**config.mk**
```make
export PLATFORM = sky130hd
export DESIGN_NAME = tfm_core
export DESIGN_NICKNAME = d
export VERILOG_FILES = /design/src/design/tfm_pkg.sv /design/src/design/tfm_core.sv /design/src/design/tfm_ov_release.sv
export SDC_FILE = /design/constraint.sdc
export NUM_CORES = 1
export LEC_CHECK = 0
export ABC_AREA = 1
export BUFFER_PORTS_ARGS = -buffer_cell sky130_fd_sc_hd__buf_2
export CORE_AREA = 3 3 140 142
export DETAILED_ROUTE_END_ITERATION = 10
export DIE_AREA = 0 0 143 145
export PLACE_DENSITY = 0.69
export SYNTH_ARGS = -nofsm -noshare
export SYNTH_HDL_FRONTEND = slang
export SYNTH_HIERARCHICAL = 1
export SYNTH_SLANG_ARGS = --single-unit
```
**constraint.sdc**
```tcl
create_clock -name REF_CLK -period 1.8 [get_ports REF_CLK]
set_clock_uncertainty 0.05 [all_clocks]
set_input_delay 0.45 -clock REF_CLK [delete_from_list [all_inputs] [get_ports REF_CLK]]
set_output_delay 0.45 -clock REF_CLK [all_outputs]
set_load 0.005 [all_outputs]
```
**src/design/tfm_pkg.sv**
```systemverilog
// thermistor fault monitor: shared constants, register map and state types
// assumes a 100 MHz reference clock; every count here is derived from that rate
package tfm_pkg;

	// clock rate and derived unit counts
	localparam int unsigned CLK_MHZ    = 100;
	localparam int unsigned CYC_PER_US = CLK_MHZ;
	localparam int unsigned CYC_PER_MS = CLK_MHZ * 1000;

	// bias and sink settle time before a reading is trusted
	localparam int unsigned SETTLE_US  = 10;
	localparam logic [15:0] SETTLE_CYC = 16'(SETTLE_US * CYC_PER_US);

	// default intervals, in milliseconds as printed
	localparam int unsigned SAMPLE_MS     = 1000;
	localparam int unsigned FILTER_MS     = 1000;
	localparam int unsigned OV_PERIOD_MS  = 4000;
	localparam int unsigned OV_RELEASE_MS = 200;

	// register offsets on the plain register port
	localparam logic [3:0] ADDR_CTRL   = 4'h0;
	localparam logic [3:0] ADDR_STATUS = 4'h1;
	localparam logic [3:0] ADDR_ISTS   = 4'h2;
	localparam logic [3:0] ADDR_IMASK  = 4'h3;

	// control bits
	localparam int unsigned CTRL_OV_SIG  = 0;
	localparam int unsigned CTRL_MON_DIS = 1;
	localparam logic [1:0]  CTRL_RESET   = 2'h0;

	// interrupt status and mask layout
	localparam int unsigned IRQ_HOT   = 0;
	localparam int unsigned IRQ_OPEN  = 1;
	localparam int unsigned IRQ_SHORT = 2;
	localparam int unsigned IRQ_CHRG  = 3;
	localparam logic [3:0]  IMASK_RESET = 4'h0;

	// sampling sequencer states
	typedef enum logic [2:0] {
		ST_IDLE,
		ST_EXT,
		ST_BIAS,
		ST_EVAL,
		ST_SHDN
	} tfm_state_t;

endpackage

```
**src/design/tfm_core.sv**
```systemverilog
// thermistor fault monitor: sampling sequencer, fault flags, fet drives
// assumes all comparator inputs are synchronous to REF_CLK
//
// Chosen here: the placing of the registers and the plain strobed port.
`timescale 1ns/10ps

module tfm_core
	import tfm_pkg::*;
#(
	parameter int unsigned SAMPLE_CYC     = SAMPLE_MS * CYC_PER_MS,
	parameter int unsigned FILTER_CYC     = FILTER_MS * CYC_PER_MS,
	parameter int unsigned OV_PERIOD_CYC  = OV_PERIOD_MS * CYC_PER_MS,
	parameter int unsigned OV_RELEASE_CYC = OV_RELEASE_MS * CYC_PER_MS
) (
	// clock and reset
	input  wire logic       REF_CLK,
	input  wire logic       RST_B,
	// register port
	input  wire logic [3:0] REG_ADDR,
	input  wire logic [7:0] REG_WDATA,
	input  wire logic       REG_WR,
	input  wire logic       REG_RD,
	output logic      [7:0] REG_RDATA,
	// sense pin comparators
	input  wire logic       SENSE_EXT_PU_HI,
	input  wire logic       SENSE_HOT_LO,
	input  wire logic       SENSE_OPEN_HI,
	input  wire logic       SENSE_SHORT_LO,
	// charger sense and overvoltage fault
	input  wire logic       CHRG_SENSE_HI,
	input  wire logic       OV_FAULT,
	// sense pin drive, open drain
	output logic            SENSE_PD_O,
	output logic            SENSE_PD_OE,
	output logic            SENSE_SINK_EN,
	// thermistor bias output
	output logic            THERM_BIAS_EN,
	// fet drives and mode
	output logic            CHARGE_FET_DRV,
	output logic            DISCHARGE_FET_DRV,
	output logic            SHDN_MODE,
	// interrupt
	output logic            IRQ
);

	localparam logic [31:0] SAMPLE_LAST = 32'(SAMPLE_CYC - 1);
	localparam logic [31:0] FILTER_END  = 32'(FILTER_CYC);
	localparam logic [15:0] SETTLE_LAST = SETTLE_CYC - 16'h0001;

	typedef struct packed {
		tfm_state_t  st;
		logic [15:0] tmr;
		logic [31:0] ivl;
		logic [31:0] opn_cnt;
		logic        ext;
		logic        bias;
		logic        sink;
		logic        hot;
		logic        opn;
		logic        shdn;
		logic        charge_fet_drive;
		logic        discharge_fet_drive;
		logic        chrg_seen;
		logic [1:0]  ctrl;
		logic [3:0]  ists;
		logic [3:0]  imask;
		logic        irq;
		logic [7:0]  rdata;
	} tfm_core_t;

	tfm_core_t r_reg;
	tfm_core_t r_next;
	logic      pd_oe;
	logic      ov_active;

	// the pulldown follows the fault only while the overvoltage enable bit is set; the monitor disable bit is not consulted
	assign ov_active = r_reg.ctrl[CTRL_OV_SIG] & OV_FAULT;

	tfm_ov_release #(
		.PERIOD_CYC  (OV_PERIOD_CYC),
		.RELEASE_CYC (OV_RELEASE_CYC)
	) u_ov_release (
		.clk       (REF_CLK),
		.rst_b     (RST_B),
		.ov_active (ov_active),
		.pd_oe     (pd_oe)
	);

	// next state: register port, sequencer, fault flags, interrupts
	always_comb begin
		logic [3:0] ev;
		logic [3:0] w1c;
		logic       mon_dis;
		logic       chrg_ok;
		ev      = 4'h0;
		w1c     = 4'h0;
		mon_dis = r_reg.ctrl[CTRL_MON_DIS];
		// a pin we hold low cannot show a charger, so ignore it meanwhile
		chrg_ok = CHRG_SENSE_HI & ~pd_oe;
		r_next  = r_reg;

		// register writes; interrupt status is write one to clear
		if (REG_WR) begin
			case (REG_ADDR)
				ADDR_CTRL:  r_next.ctrl  = REG_WDATA[1:0];
				ADDR_ISTS:  w1c          = REG_WDATA[3:0];
				ADDR_IMASK: r_next.imask = REG_WDATA[3:0];
				default:    ;
			endcase
		end

		// read data stands only in the cycle after the strobe
		r_next.rdata = 8'h00;
		if (REG_RD) begin
			case (REG_ADDR)
				ADDR_CTRL:   r_next.rdata = {6'h00, r_reg.ctrl};
				ADDR_STATUS: r_next.rdata = {pd_oe, r_reg.ext, r_reg.shdn, r_reg.opn,
							     r_reg.hot, r_reg.bias, r_reg.charge_fet_drive, r_reg.discharge_fet_drive};
				ADDR_ISTS:   r_next.rdata = {4'h0, r_reg.ists};
				ADDR_IMASK:  r_next.rdata = {4'h0, r_reg.imask};
				default:     r_next.rdata = 8'h00;
			endcase
		end

		// charger arrival edge, sampled only while the pin is free
		if (!pd_oe) begin
			r_next.chrg_seen = CHRG_SENSE_HI;
			if (CHRG_SENSE_HI && !r_reg.chrg_seen) begin
				ev[IRQ_CHRG] = 1'b1;
			end
		end

		// open fault filter: counts cycles since the last open reading
		if (r_reg.opn_cnt != FILTER_END) begin
			r_next.opn_cnt = r_reg.opn_cnt + 32'h0000_0001;
		end else if (r_reg.opn && r_reg.st != ST_SHDN) begin
			r_next.opn = 1'b0;
		end

		case (r_reg.st)
			ST_IDLE: begin
				// no sampling while disabled or while the pin is held low
				if (mon_dis) begin
					r_next.hot = 1'b0;
					r_next.opn = 1'b0;
				end
				if (r_reg.ivl == SAMPLE_LAST) begin
					r_next.ivl = 32'h0000_0000;
					if (!mon_dis && !pd_oe) begin
						r_next.st   = ST_EXT;
						r_next.sink = 1'b1;
						r_next.tmr  = SETTLE_LAST;
					end
				end else begin
					r_next.ivl = r_reg.ivl + 32'h0000_0001;
				end
			end
			ST_EXT: begin
				// weak sink applied; a high pin means someone else biases it
				if (r_reg.tmr != 16'h0000) begin
					r_next.tmr = r_reg.tmr - 16'h0001;
				end else begin
					r_next.sink = 1'b0;
					r_next.ext  = SENSE_EXT_PU_HI;
					if (SENSE_EXT_PU_HI) begin
						r_next.st = ST_EVAL;
					end else begin
						r_next.st   = ST_BIAS;
						r_next.bias = 1'b1;
						r_next.tmr  = SETTLE_LAST;
					end
				end
			end
			ST_BIAS: begin
				if (r_reg.tmr != 16'h0000) begin
					r_next.tmr = r_reg.tmr - 16'h0001;
				end else begin
					r_next.st = ST_EVAL;
				end
			end
			ST_EVAL: begin
				// one reading, judged short first, then open, then hot
				r_next.bias = 1'b0;
				r_next.st   = ST_IDLE;
				if (SENSE_SHORT_LO) begin
					r_next.st        = ST_SHDN;
					r_next.shdn      = 1'b1;
					ev[IRQ_SHORT]    = 1'b1;
				end else if (SENSE_OPEN_HI) begin
					r_next.opn       = 1'b1;
					r_next.opn_cnt   = 32'h0000_0000;
					r_next.hot       = 1'b0;
					ev[IRQ_OPEN]     = ~r_reg.opn;
				end else begin
					r_next.hot       = SENSE_HOT_LO;
					ev[IRQ_HOT]      = SENSE_HOT_LO & ~r_reg.hot;
				end
			end
			ST_SHDN: begin
				// low power: only a charger connection brings us back
				r_next.bias = 1'b0;
				r_next.sink = 1'b0;
				if (chrg_ok) begin
					r_next.st   = ST_IDLE;
					r_next.shdn = 1'b0;
					r_next.hot  = 1'b0;
					r_next.opn  = 1'b0;
					r_next.ivl  = 32'h0000_0000;
				end
			end
			default: begin
				r_next.st   = ST_IDLE;
				r_next.bias = 1'b0;
				r_next.sink = 1'b0;
			end
		endcase

		// any temperature fault opens both fets
		r_next.charge_fet_drive = ~(r_next.hot | r_next.opn | r_next.shdn);
		r_next.discharge_fet_drive = ~(r_next.hot | r_next.opn | r_next.shdn);

		// a new event beats a clear landing in the same cycle
		r_next.ists = (r_reg.ists & ~w1c) | ev;
		r_next.irq  = |(r_next.ists & r_next.imask);
	end

	// state register
	always_ff @(posedge REF_CLK or negedge RST_B) begin
		if (!RST_B) begin
			r_reg       <= '0;
			r_reg.st    <= ST_IDLE;
			r_reg.ctrl  <= CTRL_RESET;
			r_reg.imask <= IMASK_RESET;
		end else begin
			r_reg <= r_next;
		end
	end

	// outputs straight from flops; the open-drain level is always low
	assign REG_RDATA         = r_reg.rdata;
	assign SENSE_PD_O        = 1'b0;
	assign SENSE_PD_OE       = pd_oe;
	assign SENSE_SINK_EN     = r_reg.sink;
	assign THERM_BIAS_EN     = r_reg.bias;
	assign CHARGE_FET_DRV    = r_reg.charge_fet_drive;
	assign DISCHARGE_FET_DRV = r_reg.discharge_fet_drive;
	assign SHDN_MODE         = r_reg.shdn;
	assign IRQ               = r_reg.irq;

	property p_bias_window;
		@(posedge REF_CLK) disable iff (!RST_B)
		THERM_BIAS_EN |-> (r_reg.st == ST_BIAS || r_reg.st == ST_EVAL);
	endproperty
	a_bias_window: assert property (p_bias_window) else $error("bias on outside sample");

	property p_hot_fets;
		@(posedge REF_CLK) disable iff (!RST_B)
		(r_reg.st == ST_EVAL && SENSE_HOT_LO && !SENSE_SHORT_LO && !SENSE_OPEN_HI)
		|=> (!CHARGE_FET_DRV && !DISCHARGE_FET_DRV && !SHDN_MODE && r_reg.hot);
	endproperty
	a_hot_fets: assert property (p_hot_fets) else $error("hot reading left fets on");

	property p_open_clear;
		@(posedge REF_CLK) disable iff (!RST_B)
		(r_reg.opn && r_reg.opn_cnt == FILTER_END && r_reg.st == ST_IDLE) |=> !r_reg.opn;
	endproperty
	a_open_clear: assert property (p_open_clear) else $error("open fault did not clear");

	property p_short_shdn;
		@(posedge REF_CLK) disable iff (!RST_B)
		(r_reg.st == ST_EVAL && SENSE_SHORT_LO)
		|=> (SHDN_MODE && !CHARGE_FET_DRV && !DISCHARGE_FET_DRV && r_reg.st == ST_SHDN)
		##1 (SHDN_MODE || $past(CHRG_SENSE_HI));
	endproperty
	a_short_shdn: assert property (p_short_shdn) else $error("short did not shut down");

	property p_ext_no_bias;
		@(posedge REF_CLK) disable iff (!RST_B)
		(r_reg.st == ST_EXT && r_reg.tmr == 16'h0000 && SENSE_EXT_PU_HI)
		|=> !THERM_BIAS_EN ##1 (!THERM_BIAS_EN && r_reg.st != ST_EVAL);
	endproperty
	a_ext_no_bias: assert property (p_ext_no_bias) else $error("bias with external supply");

	property p_open_awake;
		@(posedge REF_CLK) disable iff (!RST_B)
		(r_reg.st == ST_EVAL && SENSE_OPEN_HI && !SENSE_SHORT_LO)
		|=> (r_reg.opn && !SHDN_MODE && !CHARGE_FET_DRV && r_reg.st == ST_IDLE);
	endproperty
	a_open_awake: assert property (p_open_awake) else $error("open fault handled wrongly");

	property p_ov_pull;
		@(posedge REF_CLK) disable iff (!RST_B)
		(r_reg.ctrl[CTRL_OV_SIG] && OV_FAULT && !$past(ov_active)) |=> SENSE_PD_OE;
	endproperty
	a_ov_pull: assert property (p_ov_pull) else $error("no pulldown on overvoltage");

	property p_pd_no_wake;
		@(posedge REF_CLK) disable iff (!RST_B)
		(r_reg.st == ST_SHDN && SENSE_PD_OE) |=> r_reg.st == ST_SHDN;
	endproperty
	a_pd_no_wake: assert property (p_pd_no_wake) else $error("woke while pin held");

	property p_chrg_wake;
		@(posedge REF_CLK) disable iff (!RST_B)
		(r_reg.st == ST_SHDN && CHRG_SENSE_HI && !SENSE_PD_OE) |=> (!SHDN_MODE && r_reg.st == ST_IDLE);
	endproperty
	a_chrg_wake: assert property (p_chrg_wake) else $error("charger did not wake");

	property p_seq_order;
		@(posedge REF_CLK) disable iff (!RST_B)
		(r_reg.st == ST_EVAL) |-> $past(r_reg.st) inside {ST_EXT, ST_BIAS} ##1 !THERM_BIAS_EN;
	endproperty
	a_seq_order: assert property (p_seq_order) else $error("sample sequence out of order");

	property p_fets_follow;
		@(posedge REF_CLK) disable iff (!RST_B)
		(r_reg.hot || r_reg.opn || r_reg.shdn) |-> (!CHARGE_FET_DRV && !DISCHARGE_FET_DRV);
	endproperty
	a_fets_follow: assert property (p_fets_follow) else $error("fet on during fault");

	property p_sink_window;
		@(posedge REF_CLK) disable iff (!RST_B)
		SENSE_SINK_EN |-> (r_reg.st == ST_EXT && !THERM_BIAS_EN);
	endproperty
	a_sink_window: assert property (p_sink_window) else $error("sink outside bias test");

	c_hot: cover property (@(posedge REF_CLK) disable iff (!RST_B) $rose(r_reg.hot));
	c_shdn_wake: cover property (@(posedge REF_CLK) disable iff (!RST_B) $fell(SHDN_MODE));
	c_ext: cover property (@(posedge REF_CLK) disable iff (!RST_B) $rose(r_reg.ext));

endmodule

```
**src/design/tfm_ov_release.sv**
```systemverilog
// thermistor fault monitor: overvoltage pulldown of the sense pin
// assumes ov_active is synchronous to clk and already gated by the enable bit
`timescale 1ns/10ps

module tfm_ov_release
	import tfm_pkg::*;
#(
	parameter int unsigned PERIOD_CYC  = OV_PERIOD_MS * CYC_PER_MS,
	parameter int unsigned RELEASE_CYC = OV_RELEASE_MS * CYC_PER_MS
) (
	// clock and reset
	input  wire logic clk,
	input  wire logic rst_b,
	// request and pin drive
	input  wire logic ov_active,
	output logic      pd_oe
);

	localparam logic [31:0] HOLD_LAST = 32'(PERIOD_CYC - RELEASE_CYC - 1);
	localparam logic [31:0] PER_LAST  = 32'(PERIOD_CYC - 1);

	typedef struct packed {
		logic [31:0] cnt;
		logic        pd;
	} tfm_ovr_t;

	tfm_ovr_t r_reg;
	tfm_ovr_t r_next;

	// hold low first, then release for the tail of each period
	always_comb begin
		r_next = r_reg;
		if (ov_active) begin
			r_next.cnt = (r_reg.cnt == PER_LAST) ? 32'h0000_0000 : r_reg.cnt + 32'h0000_0001;
			r_next.pd  = (r_next.cnt <= HOLD_LAST);
		end else begin
			// parked at the period end so the first hold after a fault is a full one
			r_next.cnt = PER_LAST;
			r_next.pd  = 1'b0;
		end
	end

	always_ff @(posedge clk or negedge rst_b) begin
		if (!rst_b) begin
			r_reg.cnt <= PER_LAST;
			r_reg.pd  <= 1'b0;
		end else begin
			r_reg <= r_next;
		end
	end

	assign pd_oe = r_reg.pd;

	property p_ov_release;
		@(posedge clk) disable iff (!rst_b)
		(ov_active && r_reg.cnt == HOLD_LAST) ##1 ov_active |-> !pd_oe;
	endproperty
	a_ov_release: assert property (p_ov_release) else $error("sense pin not released");

	property p_ov_rehold;
		@(posedge clk) disable iff (!rst_b)
		(ov_active && r_reg.cnt == PER_LAST) ##1 ov_active |-> pd_oe;
	endproperty
	a_ov_rehold: assert property (p_ov_rehold) else $error("pulldown not resumed");

	property p_ov_drop;
		@(posedge clk) disable iff (!rst_b)
		!ov_active |=> !pd_oe;
	endproperty
	a_ov_drop: assert property (p_ov_drop) else $error("pulldown without fault");

	c_ov_window: cover property (@(posedge clk) disable iff (!rst_b) $fell(pd_oe) && ov_active);

endmodule

```
After elaboration in Yosys (flattened, before gate mapping)
Cells that the tools add are included.
- bits in registers: 143
- input port bits: 22
- output and inout port bits: 16
- $add $sub $neg: 4
- magnitude comparators: 1
- equality and inequality tests: 19
- muxes and demuxes: 50
- bitwise operators: 16
- reductions and logical operators: 21
- operator list (cell ; count):
    $mux W32 ; 7
    $add A32 B1 Y32 const B ; 3
    $pmux W32 S2 ; 1
    $mux W16 ; 3
    $pmux W16 S3 ; 1
    $mux W19 ; 2
    $mux W33 ; 1
    $eq A32 B27 Y1 const B ; 1
    $eq A32 B29 Y1 const B ; 1
    $le A32 B29 Y1 const B ; 1
    $ne A32 B27 Y1 const B ; 1
    $pmux W8 S4 ; 1
    $mux W3 ; 6
    $mux W4 ; 4
    $reduce_bool A16 Y1 ; 1
    $sub A16 B1 Y16 const B ; 1
    $pmux W3 S5 ; 1
    $mux W1 ; 14
    $ne A2 B2 Y1 const B ; 7
    $reduce_and A5 Y1 ; 2
    $and A4 B4 Y4 ; 2
    $eq A4 B2 Y1 const B ; 2
    $mux W2 ; 4
    $mux W8 ; 1
    other kinds (24) ; 43

Longest topological paths before layout
Gate-level depths: netlist of run 1.
- depth after elaboration: 10
- gate-level depth with buffers: 15
- depth with buffers taken out: 15

Modules after synthesis
Netlist of run 1, hierarchy kept.
- modules (own cells, without submodules) (module ; times used ; cells each ; area each (µm²)):
    tfm_core ; 1 ; 986 ; 6781.5
    tfm_ov_release ; 1 ; 383 ; 2459.9

Worst setup path before layout of run 1
OpenSTA, ideal clock, no wires.
- kind: register to register
- from: reg u_ov_release/r_reg[1] (netlist name)
- to: reg u_ov_release.r_reg, in the netlist u_ov_release/pd_oe
- arrival: 1812 ps
- required time: 1633 ps
- slack: -179 ps
- stages on the path, launching flop included: 15
- path buffers: 0
- period minus slack after synthesis: 1979 ps
- cell sequence: dfstp_2 > ha_1 > nand2_2 > nor2_8 > nand2_4 > nor2_2 > nand2_2 > nand2_2 > nor2_2 > nor2_1 > nand2_1 > nor2_1 > nand3_1 > nand3_1 > nor2_1
- RTL lines (what ; line ; source):
    start, declared ; tfm_ov_release.sv:27 ; tfm_ovr_t r_reg;
    start signal, assigned ; tfm_ov_release.sv:48 ; r_reg <= r_next;

==> flow_summary_export.csv, run 1 <==
group,metric,value,unit
cells_and_area,largest_reg_flops,97,
cts,cts_sinks,143,
floorplan,initial_core_util,0.497,
cts,clock_path_buffers,2,
synthesis,syn_area,0.00924,mm2
place,gp_congestion,0.907,
min_path,hold_depth,2,
synthesis,synth_cell_types,45,
synthesis,syn-num-nets,1396,
synthesis,seq_area_frac_synth,0.390,
global_route,grt_pass1_vias,8741,
worst_setup_path,crit_arrival,2410,ps
detailed_routing,final_antenna_net_count,0,
timing,tightest_slew,574,ps
global_route,antenna_found_initial,0,
worst_setup_path,required,2070,ps
cells_and_area,final_cell_mix,"nand2_1 (428), nor2_1 (213), buf_4 (148)",
cells_and_area,diodes,0,
detailed_routing,wire_per_inst,14.5,um
synthesis,synth.top_cell.area_share,0.330,
cells_and_area,final_area,0.0117,mm2
timing,rsz0062_at_grt,"yes",
worst_setup_path,reg2reg_depth,14,
floorplan,core_area,0.0186,mm2
min_path,min_to,"r_reg[44]",
detailed_routing,vias_per_cell,5.23,
timing,setup_violations,7,
synthesis,synthArstFlopShare,1.00,
floorplan,dieWidth,143,um
worst_setup_path,critPathKind,"flip-flop to flip-flop",
synthesis,postSynthCellCount,1369,
worst_setup_path,rrSetupSlack,-340,ps
synthesis,synth_top_flop_cell,"dfrtp_1",
worst_setup_path,timing.critical_path.slowest_stage_cell,"dfstp_2",
global_route,grt_pass1_wl,42200,um
global_route,overflow,0,
detailed_routing,drtIter0Drc,750,
synthesis,synth_area_leaders,"dfrtp_1 (33%), nand2_1 (18%), nor2_1 (9.3%)",
status,status,"complete, but fails checks",
timing,post-route-min-period,2140,ps
run,cap_viol_max_count,0,
floorplan,dieArea,0.0207,mm2
cts,clk_latency,420,ps
place,place_area,0.0107,mm2
power,ir_worst_vdd,0.00109,V
cells_and_area,nNetsFinal,1581,
detailed_routing,drc,0,
synthesis,ys_seq_elements,143,
synthesis,yosysWarnings,6,
cells_and_area,final_common_cell,"nand2_1",
cts,cts-buffers-inserted,17,
detailed_routing,wirelength,26100,um
worst_setup_path,reg2reg_to,"u_ov_release/pd_oe",
timing,finalCritPeriodShare,1.19,
floorplan,rows,50,
cells_and_area,area_growth,26.7,%
cells_and_area,nFillCells,1633,
timing,postLayoutSetupSlackWorst,-342,ps
worst_setup_path,r2r-start,"u_ov_release/r_reg[1]",
min_path,hold_class,"primary input to flip-flop",
floorplan,io_pins,38,
timing,final_max_slew_viol_count,0,
timing,max_freq,467,MHz
cells_and_area,drive_gt1_frac,0.233,
cts,clkTransAtPathRegs,70,ps
cts,cts_root_buffer,"clkbuf_16",
synthesis,synth.avg_cell_area,6.75,um2
global_route,grt_max_degree,43,
place,dp_cells,1750,
worst_setup_path,startpoint_type,"flip-flop",
detailed_routing,vias,9417,
cells_and_area,final_core_util,0.630,
place,dp_hpwl,19000,um
power,power_density,1390,mW/mm2
synthesis,synth_edf_count,0,
cells_and_area,fin_cells,1801,
min_path,min-delay-start,"SENSE_OPEN_HI",
power,p_leak,5.84,nW
floorplan,fp.dieH,145,um
detailed_routing,dr.pass1.iters,7,
timing,hold_violations,0,
worst_setup_path,critical_path.max_stage_delay,560,ps
timing,finalHoldWorstSlack,207,ps
worst_setup_path,endpoint_kind,"flip-flop",
worst_setup_path,cp_common_cell,"nand2_4",
cts,tritoncts,"yes",
place,port_buffers,32,
cts,htreeDepth,4,
status,violations,"setup timing",
power,total_power,16.3,mW
synthesis,synth_top_area_cell,"dfrtp_1",
global_route,grt_usage,0.250,
timing,worst_slew_margin_rel,0.613,
worst_setup_path,crit_path_max_fanout,8,
worst_setup_path,cp_cell_sequence,"ha_4, nand2_4, nor2_8, nand2_4, nor2_4, nand2_4, nand3_2, nand2_2, clkinv_2, nand2_2, nor2_4, nand3_1, nand3_1, nor2_1",
cells in the mapped netlist (12+ instances only):
cell type / count
xor2_1: 27
inv_2: 12
nor2_2: 14
nor2_1: 230
nand4_1: 26
nand3_1: 97
o21ai_0: 56
inv_1: 144
nand2_1: 444
a21oi_1: 22
dfstp_2: 21
dfrtp_1: 122
nor3_1: 28
o21ai_1: 12
critical path: cells and delay by family, from the launching register on:
| kind | cells | cell delay, ps |
|---|---|---|
| AND/OR/NAND/NOR | 12 | 1210 |
| flip-flops | 1 | 560 |
| adder cells (fa/ha/maj) | 1 | 150 |
| buffers and inverters | 1 | 50 |
through the flow:
step / setup TNS, ps / setup WS [ps]
2_1_floorplan: -126 / -126
3_3_place_gp: -402 / -310
3_5_place_dp: -1220 / -343
4_1_cts: -475 / -296
5_1_grt: -3140 / -441
6_report: -518 / -342
cell type report:
cell class / count / area, um2 / area share
clock inverter: 12 / 136 / 0.0116
timing repair buffer: 189 / 1430 / 0.122
multi-input combinational: 1045 / 5210 / 0.445
clock buffer: 20 / 437 / 0.0373
inverter: 158 / 594 / 0.0507
sequential: 143 / 3610 / 0.308
tap: 234 / 293 / 0.0250
per-layer routing:
metal	vias up	wire length [um]	GRT usage
met5	-	0	0
met4	0	660	0.0827
met3	53	1540	0.0392
met2	317	12000	0.382
met1	4344	11800	0.363
li1	4703	-	-
repair_timing:
action | CTS | global route
gates resized for setup | 19 | 65
hold buffers | 1 | 0
endpoints found under the hold margin | 19 | 0
pin swaps | 16 | 42
setup buffers | 2 | 15
cloned | 1 | 0
endpoints found under the setup margin | 32 | 59
how the worst max path moves through the flow:
stage / to / cells after the start / from
after detailed placement: u_ov_release/pd_oe / 14 / u_ov_release/r_reg[2]
after floorplan: u_ov_release/pd_oe / 14 / u_ov_release/r_reg[1]
after CTS: u_ov_release/pd_oe / 14 / u_ov_release/r_reg[1]
after global placement: u_ov_release/pd_oe / 14 / u_ov_release/r_reg[2]
after global routing: u_ov_release/pd_oe / 14 / u_ov_release/r_reg[10]
final: u_ov_release/pd_oe / 14 / u_ov_release/r_reg[1]
cells by family after synthesis:
| family | Yosys count | share of synthesized area |
|---|---|---|
| and+or+nand+nor | 889 | 0.421 |
| DFF | 143 | 0.390 |
| xor gates and xnor gates | 33 | 0.0313 |
| buffers and inverters | 182 | 0.0806 |
| AOI/OAI and AO/OA | 116 | 0.0699 |
| other | 1 | 0.000406 |
| adders and majority gates | 5 | 0.00677 |
power breakdown:
| group | switching, mW | internal (mW) |
|---|---|---|
| combinational | 4.71 | 3.14 |
| sequential | 0.817 | 4.09 |
| clock | 1.47 | 2.05 |
| total | 7.00 | 9.28 |
No activity file was read; power rests on OpenSTA's default activity.
==> run 2, diff against run 1 <==
Settings changed: SETUP_SLACK_MARGIN set to 0.15.
==> flow_summary_export.csv, run 2 (synthesized netlist as in run 1, its figures left out) <==
group,metric,value,unit
cts,tritoncts,"yes",
cells_and_area,final_common_cell,"nand2_1",
run,cap_viol_max_count,0,
global_route,overflow,0,
worst_setup_path,startpoint_type,"flip-flop",
min_path,min_to,"r_reg[44]",
worst_setup_path,timing.critical_path.slowest_stage_cell,"dfstp_2",
timing,setup_violations,7,
cts,cts_sinks,143,
cells_and_area,nNetsFinal,1615,
detailed_routing,wire_per_inst,15.3,um
power,p_leak,6.22,nW
detailed_routing,dr.pass1.iters,7,
cells_and_area,drive_gt1_frac,0.344,
global_route,grt_pass1_wl,43900,um
detailed_routing,vias_per_cell,5.36,
worst_setup_path,reg2reg_to,"u_ov_release/pd_oe",
cells_and_area,largest_reg_flops,97,
global_route,grt_usage,0.259,
place,port_buffers,32,
floorplan,fp.dieH,145,um
cells_and_area,multi_input_area,0.00593,mm2
cells_and_area,final_cell_mix,"nand2_1 (392), nor2_1 (162), buf_4 (146)",
worst_setup_path,reg2reg_depth,14,
power,ir_worst_vdd,0.000893,V
detailed_routing,drc,0,
cts,clkTransAtPathRegs,60,ps
min_path,min-delay-start,"SENSE_OPEN_HI",
worst_setup_path,cpLargestDelayFamily,"simple AND/OR/NAND/NOR gates",
worst_setup_path,cp_common_cell,"nor2_4",
worst_setup_path,critPathKind,"flip-flop to flip-flop",
cts,clock_path_buffers,2,
cts,cts-buffers-inserted,17,
global_route,grt_pass1_vias,9146,
detailed_routing,final_antenna_net_count,0,
place,dp_hpwl,18900,um
worst_setup_path,r2r-start,"u_ov_release/r_reg[2]",
cts,htreeDepth,4,
place,gp_congestion,0.952,
cells_and_area,final_core_util,0.692,
place,pre_cts_ws,-333,ps
status,status,"complete, but fails checks",
floorplan,initial_core_util,0.497,
timing,final_max_slew_viol_count,0,
worst_setup_path,critPathBufInv,1,
cells_and_area,final_area,0.0129,mm2
timing,fin_tns_setup,-536,ps
global_route,antenna_found_initial,0,
timing,finalCritPeriodShare,1.19,
timing,hold_violations,0,
worst_setup_path,crit_arrival,2400,ps
worst_setup_path,endpoint_kind,"flip-flop",
worst_setup_path,required,2060,ps
timing,max_freq,468,MHz
timing,post-route-min-period,2140,ps
detailed_routing,drtIter0Drc,688,
cells_and_area,nFillCells,1499,
min_path,hold_depth,2,
cts,cts_root_buffer,"clkbuf_16",
cells_and_area,diodes,0,
global_route,grt_max_degree,43,
detailed_routing,wirelength,28100,um
place,dp_cells,1742,
min_path,hold_class,"primary input to flip-flop",
worst_setup_path,crit_path_max_fanout,6,
cells_and_area,area_growth,39.2,%
cells_and_area,fin_cells,1835,
worst_setup_path,critical_path.max_stage_delay,560,ps
status,violations,"setup timing",
cts,clk_latency,430,ps
detailed_routing,vias,9838,
worst_setup_path,rrSetupSlack,-340,ps
timing,postLayoutSetupSlackWorst,-338,ps
timing,finalHoldWorstSlack,234,ps
floorplan,dieArea,0.0207,mm2
power,total_power,18.0,mW
place,place_area,0.0107,mm2
timing,rsz0062_at_grt,"yes",
floorplan,core_area,0.0186,mm2
power,power_density,1400,mW/mm2
floorplan,io_pins,38,
floorplan,dieWidth,143,um
floorplan,rows,50,
worst_setup_path,cp_cell_sequence,"ha_4, nand2_4, nor2_8, inv_2, nor2_4, nand2_1, nand2_2, nand3_4, nor2_4, nand2_4, nor2_4, nand3_2, nand3_2, nor2_1",
cells_and_area,regArea,0.00361,mm2
## run 2: where the power goes
group | total (mW) | switching [mW] | internal, mW
combinational | 9.33 | 5.40 | 3.93
clock | 3.60 | 1.40 | 2.20
sequential | 5.05 | 0.945 | 4.10
## run 2: layer usage
metal	wire length (um)	up-vias	global-route usage	part of all wire
met5	0	-	0	0
met4	760	0	0.0746	0.027
met3	1580	79	0.0432	0.056
met2	13700	379	0.425	0.49
met1	12000	4603	0.352	0.43
li1	-	4777	-	-
## run 2: what timing repair did
item / in CTS / in global routing
hold buffers: 1 / 0
setup endpoints to repair: 80 / 112
gates resized for setup: 95 / 223
cloned: 2 / 0
pin swaps: 87 / 114
endpoints found under the hold margin: 21 / 0
setup buffers: 26 / 32
## run 2: how the worst max path moves through the flow
stage | start | endpoint | slack, ps | depth (start not counted)
after floorplan | u_ov_release/r_reg[1] | u_ov_release/pd_oe | -130 | 14
after global placement | u_ov_release/r_reg[2] | u_ov_release/pd_oe | -300 | 11
after detailed placement | u_ov_release/r_reg[2] | u_ov_release/pd_oe | -330 | 11
after CTS | u_ov_release/r_reg[1] | u_ov_release/pd_oe | -280 | 12
after global routing | u_ov_release/r_reg[2] | u_ov_release/pd_oe | -440 | 16
final | u_ov_release/r_reg[2] | u_ov_release/pd_oe | -340 | 14
## run 2: layout make-up
class	count	area share
inverter	158	0.0470
clock inverter	12	0.0111
multi-input combinational	1046	0.461
sequential	143	0.281
tap	234	0.0228
clock buffer	20	0.0347
timing repair buffer	222	0.142
## run 2: worst reg2reg max path, delay by kind of cell, from the launching register on
family | cells | cell delay, ps
simple gates | 12 | 1210
flops | 1 | 560
fa+ha+maj | 1 | 150
buf+inv | 1 | 70
==> run 3, diff against run 2 <==
Settings changed: ABC_AREA 1 to 0, CORE_AREA 3 3 140 142 to 3 3 130 132, DIE_AREA 0 0 143 145 to 0 0 133 135, GPL_ROUTABILITY_DRIVEN set to 0.
==> flow_summary_export.csv, run 3 <==
group,metric,value,unit
timing,post-route-min-period,2570,ps
cts,cts-buffers-inserted,17,
synthesis,synthArstFlopShare,1.00,
min_path,min_to,"r_reg[11]",
min_path,hold_class,"primary input to flip-flop",
synthesis,synth.avg_cell_area,9.17,um2
synthesis,seq_area_frac_synth,0.455,
detailed_routing,wirelength,26800,um
timing,final_max_slew_viol_count,0,
synthesis,synth_edf_count,0,
worst_setup_path,startpoint_type,"flip-flop",
worst_setup_path,reg2reg_to,"u_ov_release/pd_oe",
synthesis,ys_seq_elements,143,
floorplan,io_pins,38,
synthesis,synth_cell_types,73,
place,port_buffers,32,
cts,clk_latency,420,ps
timing,tightest_slew,539,ps
synthesis,syn_area,0.00792,mm2
worst_setup_path,rrSetupSlack,-770,ps
cells_and_area,nFillCells,947,
cells_and_area,final_area,0.0123,mm2
status,violations,"setup timing",
cts,clock_path_buffers,2,
worst_setup_path,endpoint_kind,"flip-flop",
cells_and_area,drive_gt1_frac,0.492,
timing,setup_violations,99,
synthesis,yosysMostFrequentCell,"dfrtp_1",
floorplan,core_area,0.0158,mm2
cts,htreeDepth,4,
power,ir_worst_vdd,0.000806,V
synthesis,synth_top_flop_cell,"dfrtp_1",
detailed_routing,vias,8168,
synthesis,postSynthCellCount,863,
cts,cts_sinks,143,
cts,tritoncts,"yes",
status,status,"complete, but fails checks",
cts,cts_root_buffer,"clkbuf_16",
worst_setup_path,critPathKind,"flip-flop to flip-flop",
global_route,grt_pass1_wl,38600,um
cells_and_area,diodes,0,
floorplan,fp.dieH,135,um
min_path,min-delay-start,"REG_WDATA[2]",
detailed_routing,vias_per_cell,5.97,
timing,rsz0062_at_grt,"yes",
detailed_routing,dr.pass1.iters,7,
cells_and_area,final_core_util,0.777,
timing,finalCritPeriodShare,1.43,
cells_and_area,multi_input_area,0.00510,mm2
place,dp_hpwl,14700,um
cells_and_area,regArea,0.00361,mm2
detailed_routing,drtIter0Drc,778,
cells_and_area,final_common_cell,"buf_4",
synthesis,yosysWarnings,6,
timing,hold_violations,0,
global_route,grt_pass1_vias,7849,
worst_setup_path,crit_arrival,2870,ps
run,cap_viol_max_count,0,
cells_and_area,largest_reg_flops,97,
detailed_routing,drc,0,
global_route,grt_usage,0.265,
timing,max_freq,389,MHz
floorplan,rows,46,
place,place_area,0.0100,mm2
floorplan,dieWidth,133,um
worst_setup_path,reg2reg_depth,8,
min_path,hold_depth,2,
global_route,grt_max_degree,44,
global_route,antenna_found_initial,0,
detailed_routing,final_antenna_net_count,0,
timing,postLayoutSetupSlackWorst,-769,ps
power,power_density,1180,mW/mm2
timing,worst_slew_margin_rel,0.640,
detailed_routing,wire_per_inst,19.6,um
cts,clkTransAtPathRegs,60,ps
timing,fin_tns_setup,-29950,ps
worst_setup_path,crit_path_max_fanout,5,
worst_setup_path,required,2100,ps
cells_and_area,area_growth,55.3,%
floorplan,dieArea,0.0180,mm2
synthesis,syn-num-nets,890,
cells_and_area,nNetsFinal,1168,
synthesis,synthTopCellsByCount,"dfrtp_1 (122), nand2_1 (80), nor2_1 (73)",
floorplan,initial_core_util,0.500,
synthesis,synth_top_area_cell,"dfrtp_1",
synthesis,synth.top_cell.area_share,0.386,
cells_and_area,final_cell_mix,"buf_4 (211), dfrtp_1 (116), nand2_1 (69)",
power,p_leak,5.23,nW
synthesis,synth_area_leaders,"dfrtp_1 (39%), dfstp_2 (7.0%), nand2_1 (3.8%)",
worst_setup_path,r2r-start,"u_ov_release/r_reg[5]",
global_route,overflow,0,
## run 3: cell count changes after synthesis, sizes merged, moves of 15 or more
cell	delta
nand2	-380
nor2	-182
inv	-127
nand3	-60
nor4	+19
or3	+19
xnor2	+19
a21oi	+17
clkbuf	+17
and3	+15
## run 3: cell families (layout without fill, tap and decap cells)
| logic type | count (synthesis) | count (layout) | synth area share |
|---|---|---|---|
| xor+xnor | 52 | 52 | 0.0575 |
| flops | 143 | 143 | 0.455 |
| other cells | 1 | 1 | 0.000474 |
| buf+inv | 77 | 364 | 0.0438 |
| compound gates | 182 | 182 | 0.141 |
| simple gates | 390 | 393 | 0.277 |
| fa+ha+maj | 5 | 5 | 0.00790 |
| mux | 13 | 13 | 0.0177 |
## run 3: report_power, final
part           total [mW]  switching (mW)  internal, mW
registers            4.38           0.514          3.87
logic                5.98            2.99          2.99
clock network        4.09            1.37          2.72
total                14.5            4.87          9.58
## run 3: critical path: stages, from the launching register on
cell and delay [ps]:
dfstp_2 570, nand4_1 150, or4_4 620, nor4_4 240
nand3_1 140, xor2_1 230, and4_1 280, nand3_1 90
o21ai_1 130
## run 3: worst max path at each step
stage,start,to,slack [ps],cells past startpoint
3_3_place_gp,u_ov_release/r_reg[2],u_ov_release/pd_oe,-700,10
4_1_cts,u_ov_release/r_reg[1],u_ov_release/pd_oe,-700,9
3_5_place_dp,u_ov_release/r_reg[2],u_ov_release/pd_oe,-790,10
6_report,u_ov_release/r_reg[5],u_ov_release/pd_oe,-770,8
5_1_grt,u_ov_release/r_reg[7],u_ov_release/pd_oe,-860,8
2_1_floorplan,u_ov_release/r_reg[2],u_ov_release/pd_oe,-630,10
## run 3: per-stage QoR
step	setup WS [ps]	power (mW)	cells	hold slack (ps)
3_5_place_dp	-790	8.57	1273	369
4_1_cts	-701	13.5	1336	262
3_3_place_gp	-699	8.45	1273	368
5_1_grt	-862	15.0	1369	272
2_1_floorplan	-631	6.61	863	104
6_report	-769	14.5	1369	283
## run 3: layout make-up
type,count,area share
clock buffers,19,0.0352
clock inverters,12,0.0195
inverters,29,0.00885
multi-input cells,646,0.415
flip-flops and latches,143,0.294
well taps,216,0.0220
repair buffers,304,0.206
## run 3: repair_timing
item,CTS,global route
gates resized for setup,148,108
gates cloned,4,0
setup endpoints to repair,100,106
setup buffers,27,33
hold buffers,1,0
pin swaps,68,65
hold endpoints to repair,32,0
## run 3: routing by layer
layer,track usage,part of all wire
met5,0,0
met4,0.0941,0.027
met3,0.0499,0.054
met2,0.451,0.52
met1,0.339,0.40
